File: src/verilog/imc_pkg.sv
package imc_pkg;
    // Register map of the status path and its control companion.
    localparam logic [15:0] STATUS_ADDR = 16'h0110;
    localparam logic [15:0] CTRL_ADDR   = 16'h0104;
    // Control bit positions.
    localparam int CTRL_CHK_BIT = 30;
    localparam int CTRL_RST_BIT = 29;
    // Status bit positions.
    localparam int ST_GOOD_BIT  = 31;
    localparam int ST_RESP_BIT  = 30;
    localparam int ST_EXEC_BIT  = 29;
    localparam int ST_ERR_HI    = 14;
    localparam int ST_ERR_LO    = 10;
    localparam int ST_LOC_HI    = 6;
    // Error vector order, bit 4 down to bit 0.
    localparam int E_ADDR = 4;
    localparam int E_FMT  = 3;
    localparam int E_CODE = 2;
    localparam int E_CMD  = 1;
    localparam int E_SIZE = 0;
    // Frame layout in byte positions.
    localparam logic [9:0] POS_DA_END = 10'h0006;
    localparam logic [9:0] POS_TAG_HI = 10'h000C;
    localparam logic [9:0] POS_TAG_LO = 10'h000D;
    localparam logic [9:0] POS_FMT_HI = 10'h000E;
    localparam logic [9:0] POS_FMT_LO = 10'h000F;
    localparam logic [9:0] POS_ACC_HI = 10'h0010;
    localparam logic [9:0] POS_ACC_LO = 10'h0011;
    localparam logic [9:0] POS_CMD    = 10'h0012;
    localparam logic [9:0] MAX_LEN    = 10'h0140;
    // Field values.
    localparam logic [15:0] ACC_FORMAT = 16'h9800;
    localparam logic [15:0] ACC_CODE_A = 16'h0001;
    localparam logic [15:0] ACC_CODE_B = 16'h0002;
    localparam logic [7:0]  CMD_END    = 8'h00;
    localparam logic [7:0]  CMD_FIRST  = 8'h01;
    localparam logic [7:0]  CMD_LAST   = 8'h04;

    typedef enum logic [1:0] {
        IMC_IDLE = 2'b00,
        IMC_EXEC = 2'b01,
        IMC_RESP = 2'b11
    } imc_fsm_t;

    typedef struct packed {
        imc_fsm_t    fsm;
        logic        good;
        logic        resp_done;
        logic        exec_done;
        logic [4:0]  err;
        logic [6:0]  loc;
        logic        chk_en;
        logic        mreset;
        logic [31:0] rdata;
        logic        exec_req;
        logic        resp_req;
    } imc_state_t;

    typedef struct packed {
        logic [9:0] cnt;
        logic       busy;
        logic       da_mis;
        logic       tag_mis;
        logic       fmt_mis;
        logic [7:0] acc_hi;
        logic       acc_bad;
        logic       cmd_end;
        logic       cmd_err;
        logic [6:0] loc;
        logic [6:0] idx;
        logic [2:0] sub;
        logic       done;
    } imc_parse_t;
endpackage : imc_pkg

File: src/verilog/imc_chk_if.sv
`timescale 1ns/1ps
interface imc_chk_if;
    logic       done;
    logic       tag_ok;
    logic       addr_mis;
    logic       fmt_err;
    logic       code_err;
    logic       cmd_err;
    logic [6:0] cmd_loc;
    logic       oversize;

    modport parser (output done, tag_ok, addr_mis, fmt_err, code_err, cmd_err, cmd_loc, oversize);
    modport status (input done, tag_ok, addr_mis, fmt_err, code_err, cmd_err, cmd_loc, oversize);
endinterface : imc_chk_if

File: src/verilog/imc_frame_parser.sv
`timescale 1ns/1ps
module imc_frame_parser (
    input  wire logic        clk,
    input  wire logic        rst,
    input  wire logic        rx_valid,
    input  wire logic        rx_sof,
    input  wire logic        rx_eof,
    input  wire logic [7:0]  rx_data,
    input  wire logic [47:0] switch_mac,
    input  wire logic [15:0] mgmt_tpid,
    imc_chk_if.parser        chk
);
    imc_pkg::imc_parse_t s_reg;
    imc_pkg::imc_parse_t s_next;

    // Each byte is checked as it passes, so no frame storage is needed.
    always_comb begin
        logic [9:0] pos;
        logic [7:0] mac_byte;
        pos = s_reg.cnt;
        mac_byte = 8'(switch_mac >> (6'h28 - 6'(pos[2:0]) * 6'h08));
        s_next = s_reg;
        s_next.done = 1'b0;
        if (rx_valid && (rx_sof || s_reg.busy)) begin
            if (rx_sof) begin
                s_next = '0;
                s_next.busy = 1'b1;
                pos = '0;
                mac_byte = switch_mac[47:40];
            end
            if (pos < imc_pkg::POS_DA_END && rx_data != mac_byte) begin
                s_next.da_mis = 1'b1;
            end
            if ((pos == imc_pkg::POS_TAG_HI && rx_data != mgmt_tpid[15:8]) ||
                (pos == imc_pkg::POS_TAG_LO && rx_data != mgmt_tpid[7:0])) begin
                s_next.tag_mis = 1'b1;
            end
            if ((pos == imc_pkg::POS_FMT_HI && rx_data != imc_pkg::ACC_FORMAT[15:8]) ||
                (pos == imc_pkg::POS_FMT_LO && rx_data != imc_pkg::ACC_FORMAT[7:0])) begin
                s_next.fmt_mis = 1'b1;
            end
            if (pos == imc_pkg::POS_ACC_HI) begin
                s_next.acc_hi = rx_data;
            end
            if (pos == imc_pkg::POS_ACC_LO &&
                {s_next.acc_hi, rx_data} != imc_pkg::ACC_CODE_A &&
                {s_next.acc_hi, rx_data} != imc_pkg::ACC_CODE_B) begin
                s_next.acc_bad = 1'b1;
            end
            // Commands sit on an eight-byte stride; a zero code ends the list.
            if (pos >= imc_pkg::POS_CMD && !s_next.cmd_end) begin
                if (s_next.sub == 3'h0) begin
                    if (rx_data == imc_pkg::CMD_END) begin
                        s_next.cmd_end = 1'b1;
                    end else if ((rx_data < imc_pkg::CMD_FIRST || rx_data > imc_pkg::CMD_LAST) &&
                                 !s_next.cmd_err) begin
                        s_next.cmd_err = 1'b1;
                        s_next.loc = s_next.idx;
                    end
                end
                if (s_next.sub == 3'h7) begin
                    s_next.idx = s_next.idx + 7'h01;
                end
                s_next.sub = s_next.sub + 3'h1;
            end
            // The count saturates well above the size limit.
            if (pos != 10'h3FF) begin
                s_next.cnt = pos + 10'h001;
            end
            if (rx_eof) begin
                s_next.busy = 1'b0;
                s_next.done = 1'b1;
            end
        end
    end

    always_ff @(posedge clk) begin
        if (rst) begin
            s_reg <= '0;
        end else begin
            s_reg <= s_next;
        end
    end

    // Frames too short to carry the header never count as management frames.
    assign chk.done     = s_reg.done;
    assign chk.tag_ok   = !s_reg.tag_mis && s_reg.cnt >= imc_pkg::POS_CMD;
    assign chk.addr_mis = s_reg.da_mis;
    assign chk.fmt_err  = s_reg.fmt_mis;
    assign chk.code_err = s_reg.acc_bad;
    assign chk.cmd_err  = s_reg.cmd_err;
    assign chk.cmd_loc  = s_reg.loc;
    assign chk.oversize = s_reg.cnt > imc_pkg::MAX_LEN;
endmodule : imc_frame_parser

File: src/flat_wrapper.sv
// flat-port wrapper written by rule: the top's interface ports become plain ports
module imc_frame_parser_flat 
  (clk, rst, rx_valid, rx_sof, rx_eof, rx_data, switch_mac, mgmt_tpid, chk_done, chk_tag_ok, chk_addr_mis, chk_fmt_err, chk_code_err, chk_cmd_err, chk_cmd_loc, chk_oversize);
  imc_chk_if chk_i ();
  input  wire logic clk;
  input  wire logic rst;
  input  wire logic rx_valid;
  input  wire logic rx_sof;
  input  wire logic rx_eof;
  input  wire logic [7:0] rx_data;
  input  wire logic [47:0] switch_mac;
  input  wire logic [15:0] mgmt_tpid;
  output wire logic [$bits(chk_i.done)-1:0] chk_done;
  output wire logic [$bits(chk_i.tag_ok)-1:0] chk_tag_ok;
  output wire logic [$bits(chk_i.addr_mis)-1:0] chk_addr_mis;
  output wire logic [$bits(chk_i.fmt_err)-1:0] chk_fmt_err;
  output wire logic [$bits(chk_i.code_err)-1:0] chk_code_err;
  output wire logic [$bits(chk_i.cmd_err)-1:0] chk_cmd_err;
  output wire logic [$bits(chk_i.cmd_loc)-1:0] chk_cmd_loc;
  output wire logic [$bits(chk_i.oversize)-1:0] chk_oversize;
  assign chk_done = chk_i.done;
  assign chk_tag_ok = chk_i.tag_ok;
  assign chk_addr_mis = chk_i.addr_mis;
  assign chk_fmt_err = chk_i.fmt_err;
  assign chk_code_err = chk_i.code_err;
  assign chk_cmd_err = chk_i.cmd_err;
  assign chk_cmd_loc = chk_i.cmd_loc;
  assign chk_oversize = chk_i.oversize;
  imc_frame_parser u_core (.clk(clk), .rst(rst), .rx_valid(rx_valid), .rx_sof(rx_sof), .rx_eof(rx_eof), .rx_data(rx_data), .switch_mac(switch_mac), .mgmt_tpid(mgmt_tpid), .chk(chk_i));
endmodule
File: config.mk
export PLATFORM = sky130hd
export DESIGN_NAME = imc_frame_parser_flat
export DESIGN_NICKNAME = d
export VERILOG_FILES = /design/src/verilog/imc_pkg.sv /design/src/verilog/imc_chk_if.sv /design/src/verilog/imc_frame_parser.sv /design/src/flat_wrapper.sv
export SDC_FILE = /design/constraint.sdc
export NUM_CORES = 1
export LEC_CHECK = 0
export BUFFER_PORTS_ARGS = -buffer_cell sky130_fd_sc_hd__clkbuf_2
export CORE_MARGIN = 5
export CORE_UTILIZATION = 40
export CTS_BUF_LIST = sky130_fd_sc_hd__clkbuf_16
export DETAILED_ROUTE_END_ITERATION = 8
export GPL_TIMING_DRIVEN = 0
export SKIP_LAST_GASP = 1
export SLEW_MARGIN = 0
export SYNTH_ARGS = -nofsm -noshare
export SYNTH_HDL_FRONTEND = slang
export SYNTH_SLANG_ARGS = --single-unit
File: constraint.sdc
create_clock -name clk -period 4.5 [get_ports clk]
set_input_delay 1.125 -clock clk [delete_from_list [all_inputs] [get_ports clk]]
set_output_delay 1.125 -clock clk [all_outputs]
set_load 0.03 [all_outputs]
==> metrics, run 1 <==
status finished, final reports clean; achievable clock frequency 0.289 GHz; max reg flops 31; Max stage delay on crit path roughly 0.45 ns; Layout Skew 0.00502 ns; GRT Util Overall 0.182; wire length per cell around 16 um; CP max FO 10; CTS tree done; critical path startpoint rx_sof; initial antenna violation count 0; P per Cell Area around 270 nW/um2; Main synth FF type dfxtp_1; mean cell area of the mapped netlist 8.58 um2; IO Pins 91; final wirelength around 8700 um; Max Cap Viol 0; number of fill cells 771; HPWL after DPL about 7000 um; Netlist Area Pre-Place 3130 um2; DR vias/cell 5.46; worst rel slew slack 0.544; largest net degree at the start of global routing 14; Core Util, Final 0.502; area leader, netlist dfxtp_1; flip-flop and latch area 861 um2; Post-synth EDFFs 0; worst path bufs/invs 4; chip width approximately 98 um; area delta synth->final 23.2%; Residual DRC 0; # rows 32; Hold Crit Class reg2reg; Starting Density 0.407; # setup viols final 0; Worst Hold Slack between 0.4 and 0.5 ns; top post-synthesis cells by area dfxtp_1 27%, xnor2_1 6.4%, nand2_1 4.1%, nor2_1 3.8%, o21ai_0 3.7%; Slew Limit Fails 0; Worst path slowest cell or4b_1; DRT iter0 DRCs 116; chip height 98.5 um; vias 3,040; startpoint of the worst hold path u_core.s_reg[19]; final hold viol count 0; Post-CTS Setup Bufs 0; clock root buffer clkbuf_16; VDD IR-drop max 0.140 mV; drt first pass iters 4; Bufs on Longest Clock Path 2; Final Cycle Share 0.770; CTS clk-pin slew, worst paths 0.06 ns; Critical Path Source Type primary input; pre-CTS WS 0.780 ns; post-synth top area share 0.275; first-pass GRT wire length ~15,000 um; Cells after Synth 365; LEAKAGE ~1.6 nW; H-tree depth 2; Nets 540; area of the multi-input gates 1980 um2; share of the yosys chip area belonging to registers 0.275; required time worst endpoint between 4 and 5 ns; final standard cell area without fillers 3860 um2; setup ws final 1.03 ns; gpl congestion roughly 0.79; Clock Latency Late Sink about 0.28 ns; Synth cell types 66; crit end category register; kind of critical path in2reg; CP arrival 3.68 ns; share of cells above drive strength 1 0.279; TritonCTS buffer count 5; Ys Warns 0; Port Buffer Count 82; count of antenna-violating nets left after detailed routing 0; r2r startpoint u_core.s_reg[34]; global route overflow 0; critical-path cell list clkbuf_2 > clkbuf_8 > clkinv_1 > nand2_1 > inv_1 > ha_1 > nand3_1 > nor3_1 > a41o_1 > nor2_1 > or4b_1 > a21oi_1; synth cell count leaders 43 x dfxtp_1, 34 x nand2_1, 32 x nor2_1, 23 x o21ai_0, 23 x xnor2_1; fin crit period about 3.5 ns; RSZ-0062 raised after global routing no; CTS Hold Buffers Added 0; Tightest Pin Transition 0.674 ns; Core Region 7690 um2; total die area slightly below 10,000 um2; top-count cell post-synth dfxtp_1; Synthesized Nets 451; via count of the first global-routing pass 3,091; TNS Setup 0 ns; post-synthesis async set-or-reset flop share 0; placed cell area 3670 um2; ANT cells 0; Sink Count 43; # resized after CTS 0; delay-heaviest family, CP simple AND/OR/NAND/NOR gates; FF+latch count, synth 43
worst min-delay path, delay by kind of cell (launching register included):
family,cells,cell delay (ns)
flip-flops,1,0.31
AND/OR/NAND/NOR,1,0.05
AO/OA/AOI/OAI,1,0.05
metrics by stage:
| step | cells | power [mW] |
|---|---|---|
| after floorplan | 365 | 0.524 |
| after CTS | 557 | 1.05 |
| after global placement | 549 | 0.589 |
| after detailed placement | 549 | 0.591 |
| final | 557 | 1.04 |
| after global routing | 557 | 1.09 |
path summary, 6_finish.rpt:
check / to / cells past startpoint / slack, ns
hold reg to reg: u_core.s_reg[19] / 2 / 0.46
setup reg to reg: u_core.s_reg[36] / 11 / 1.63
hold / removal: u_core.s_reg[19] / 2 / 0.46
setup / recovery: u_core.s_reg[36] / 12 / 1.03
kinds of logic (layout without fill, tap and decap cells):
| family | Yosys count | count (layout) | synth area share |
|---|---|---|---|
| AOI/OAI and AO/OA | 89 | 89 | 0.195 |
| xor gates and xnor gates | 31 | 31 | 0.0867 |
| adders and majority gates | 9 | 9 | 0.0360 |
| buffers and inverters | 44 | 134 | 0.0927 |
| DFF | 43 | 43 | 0.275 |
| muxes | 22 | 22 | 0.109 |
| and+or+nand+nor | 127 | 127 | 0.206 |
layer usage:
metal  part of all wire  track usage  up-vias
li1                   -            -     1506
met1               0.45        0.233     1412
met2               0.47        0.312      112
met3              0.063       0.0382       10
met4              0.013       0.0515        0
met5                  0            0        -
report_power, final:
part | switching, mW | internal, mW
Clock | 0.145 | 0.316
Sequential | 0.00214 | 0.384
Combinational | 0.103 | 0.0930
Total | 0.250 | 0.793
cell type report:
type                       instances  share of cell area
inverter                          10             0.00973
clock buffer                       5              0.0324
buffer                            34              0.0655
timing repair buffer              82               0.106
clock inverter                     3              0.0165
tap                              102              0.0331
multi-input combinational        278               0.513
sequential                        43               0.223
cell usage in the layout (no fill, tap or decap), types with 9 or more instances in the layout:
cell type / instances
mux2i_1: 10
ha_1: 9
nor2_1: 32
dfxtp_1: 43
clkbuf_1: 14
nand2_1: 34
a22oi_1: 13
nor3_1: 10
inv_1: 9
clkbuf_2: 83
a21oi_1: 14
o21ai_0: 23
xnor2_1: 23
(Power assumes the default switching activity.)
==> run 2: changes to the inputs <==
--- a/config.mk
+++ b/config.mk
@@ -5,6 +5,7 @@
 export SDC_FILE = /design/constraint.sdc
 export NUM_CORES = 1
 export LEC_CHECK = 0
+export ABC_AREA = 1
 export BUFFER_PORTS_ARGS = -buffer_cell sky130_fd_sc_hd__clkbuf_2
 export CORE_MARGIN = 5
 export CORE_UTILIZATION = 40
==> constraint.sdc (replaced) <==
create_clock -name clk -period 3.61 [get_ports clk]
set_input_delay 0.9025 -clock clk [delete_from_list [all_inputs] [get_ports clk]]
set_output_delay 0.9025 -clock clk [all_outputs]
set_load 0.03 [all_outputs]
==> metrics, run 2 <==
ANT cells 0; Critical Path Source Type primary input; Max Cap Viol 0; kind of critical path in2reg; final standard cell area without fillers 4510 um2; achievable clock frequency 0.298 GHz; # setup viols final 0; setup ws final 0.250 ns; Synth Area in XOR/XNOR 0.0326; GRT Util Overall 0.199; # rows 35; DR vias/cell 5.02; Starting Density 0.409; CP arrival 3.52 ns; HPWL after DPL 9130 um; CTS tree done; initial antenna violation count 0; Main synth FF type dfxtp_1; FF+latch count, synth 43; share of cells above drive strength 1 0.218; chip width 107 um; vias 4,314; TritonCTS buffer count 5; RSZ-0062 raised after global routing no; Final Cycle Share 0.931; status finished, final reports clean; Nets 834; chip height around 110 um; Synth Area in Compound Gates 0.122; top-count cell post-synth nand2_1; critical-path cell list clkbuf_2 > buf_6 > clkbuf_1 > nor2_1 > inv_1 > ha_1 > clkbuf_1 > nand4_2 > nand2_1 > nand2_1 > nor2_1 > nand3_1 > o21ai_1 > a21oi_1; commonest non-fill, non-tap cell in the layout nand2_1; startpoint of the worst hold path u_core.chk.addr_mis; Ys Warns 0; top post-synthesis cells by area dfxtp_1 23%, nand2_1 21%, inv_1 9.5%, nand3_1 6.2%, a21oi_1 4.7%; DRT iter0 DRCs ~260; Tightest Pin Transition around 0.68 ns; P per Cell Area 316 nW/um2; Hold Crit Class reg2reg; clock root buffer clkbuf_16; required time worst endpoint 3.77 ns; VDD IR-drop max 0.311 mV; Core Util, Final 0.491; Bufs on Longest Clock Path 2; crit end category register; fin crit period 3.36 ns; total power ~1.4 mW; Sink Count 43; Port Buffer Count between 80 and 90; via count of the first global-routing pass 3,982; Worst path slowest cell clkbuf_1; Clock Latency Late Sink 0.29 ns; multiplexer share of the synthesized area 0; mean cell area of the mapped netlist 5.77 um2; final wirelength roughly 12,000 um; Cells after Synth 653; wire length per cell ~13 um; largest net degree at the start of global routing 15; Hold EP u_core.chk.addr_mis; pre-CTS WS -0.0563 ns; worst path bufs/invs 5; largest family of logic cells by synthesized area simple AND/OR/NAND/NOR gates; delay-heaviest family, CP buffers and inverters; H-tree depth 2; TNS Setup 0 ns; most frequent cells in the layout 215 x nand2_1, 95 x inv_1, 88 x clkbuf_2; hold path depth 2; first-pass GRT wire length 18,600 um; drt first pass iters 5; Reg2Reg Setup Slack 1.12 ns; Post-synth EDFFs 0; Reg2Reg Capture Point u_core.chk.code_err; count of antenna-violating nets left after detailed routing 0; CTS Hold Buffers Added 0; Post-Synth Adder-Cell Area 0.0299; worst rel slew slack 0.545; # resized after CTS 0; CTS clk-pin slew, worst paths 0.07 ns; Slew Limit Fails 0; max reg flops 31; gpl congestion 0.924; total die area 11,500 um2; Core Region 9200 um2; IO Pins 91; Worst Hold Slack 0.469 ns; LEAKAGE 2.35 nW; Post-CTS Setup Bufs 0; area leader, netlist dfxtp_1; final non-filler cell total 860; Max stage delay on crit path around 0.5 ns; final hold viol count 0; post-synthesis async set-or-reset flop share 0; critical path startpoint rx_sof; r2r startpoint u_core.s_reg[33]; Synthesized Nets 739; Netlist Area Pre-Place 3760 um2; Post-Synth Simple-Gate Area 0.435; synth cell count leaders 215 x nand2_1, 95 x inv_1, 47 x nand3_1, 45 x nor2_1, 43 x dfxtp_1; post-synth top area share 0.229; R2R cell count 13; share of the yosys chip area belonging to registers 0.229; placed cell area 4340 um2; DP Cell Count 852; Synth cell types 40; Layout Skew just under 0.008 ns; CP max FO 10; area delta synth->final 19.9%; Residual DRC 0; global route overflow 0
## run 2: cell types whose count changed in the layout (fill, tap and decap cells not counted), sizes merged, moves of 8 or more
| cell | before | now |
|---|---|---|
| nor2 | 32 | 57 |
| xnor2 | 23 | 12 |
| inv | 9 | 106 |
| a22oi | 14 | 2 |
| nand3 | 8 | 49 |
| buf | 12 | 21 |
| mux2i | 10 | 0 |
| a21oi | 14 | 35 |
| mux4 | 8 | 0 |
| nand2 | 34 | 221 |
## run 2: kinds of logic (layout without fill, tap and decap cells)
family	count (synthesis)	after routing
AOI/OAI and AO/OA	80	80
xor gates and xnor gates	14	14
adders and majority gates	9	9
buffers and inverters	138	234
DFF	43	43
and+or+nand+nor	369	369
## run 2: worst register-to-register path, stage by stage (launching register included)
cell and delay [ns]:
dfxtp_1 0.34, inv_2 0.09, buf_2 0.25, nor2_1 0.12, inv_1 0.15, ha_1 0.15
clkbuf_1 0.30, nand4_2 0.31, nand2_1 0.13, nand2_1 0.07, nor2_1 0.13, nand3_1 0.09
o21ai_1 0.16, a21oi_1 0.08
## run 2: how the worst max path moves through the flow
stage | end | slack [ns] | cells past startpoint
6_report | u_core.chk.code_err | 0.25 | 14
5_1_grt | u_core.chk.code_err | 0.02 | 14
4_1_cts | u_core.chk.code_err | 0.24 | 14
3_5_place_dp | u_core.chk.code_err | -0.06 | 14
3_3_place_gp | u_core.chk.code_err | 0.002 | 14
2_1_floorplan | u_core.chk.code_err | 0.92 | 13
## run 2: where the power goes
part / internal [mW] / switching (mW) / total [mW] / leakage, nW
clock network: 0.326 / 0.196 / 0.522 / 0.0838
logic: 0.144 / 0.252 / 0.397 / 1.92
registers: 0.495 / 0.0132 / 0.508 / 0.350
total: 0.965 / 0.461 / 1.43 / 2.35
## run 2: layout make-up
cell class	instances	area (um2)
fillers	1025	4680
multi-input cells	472	2330
flip-flops and latches	43	861
repair buffers	88	440
inverters	107	402
plain buffers	31	169
well taps	111	139
clock buffers	5	125
clock inverters	3	43.8
## run 2: layer usage
layer	routed length, um	vias to the layer above	part of all wire	GRT usage
li1	-	2233	-	-
met4	113	0	0.0098	0.0420
met5	0	-	0	0
met2	5440	112	0.47	0.344
met1	5360	1959	0.46	0.263
met3	635	10	0.055	0.0295
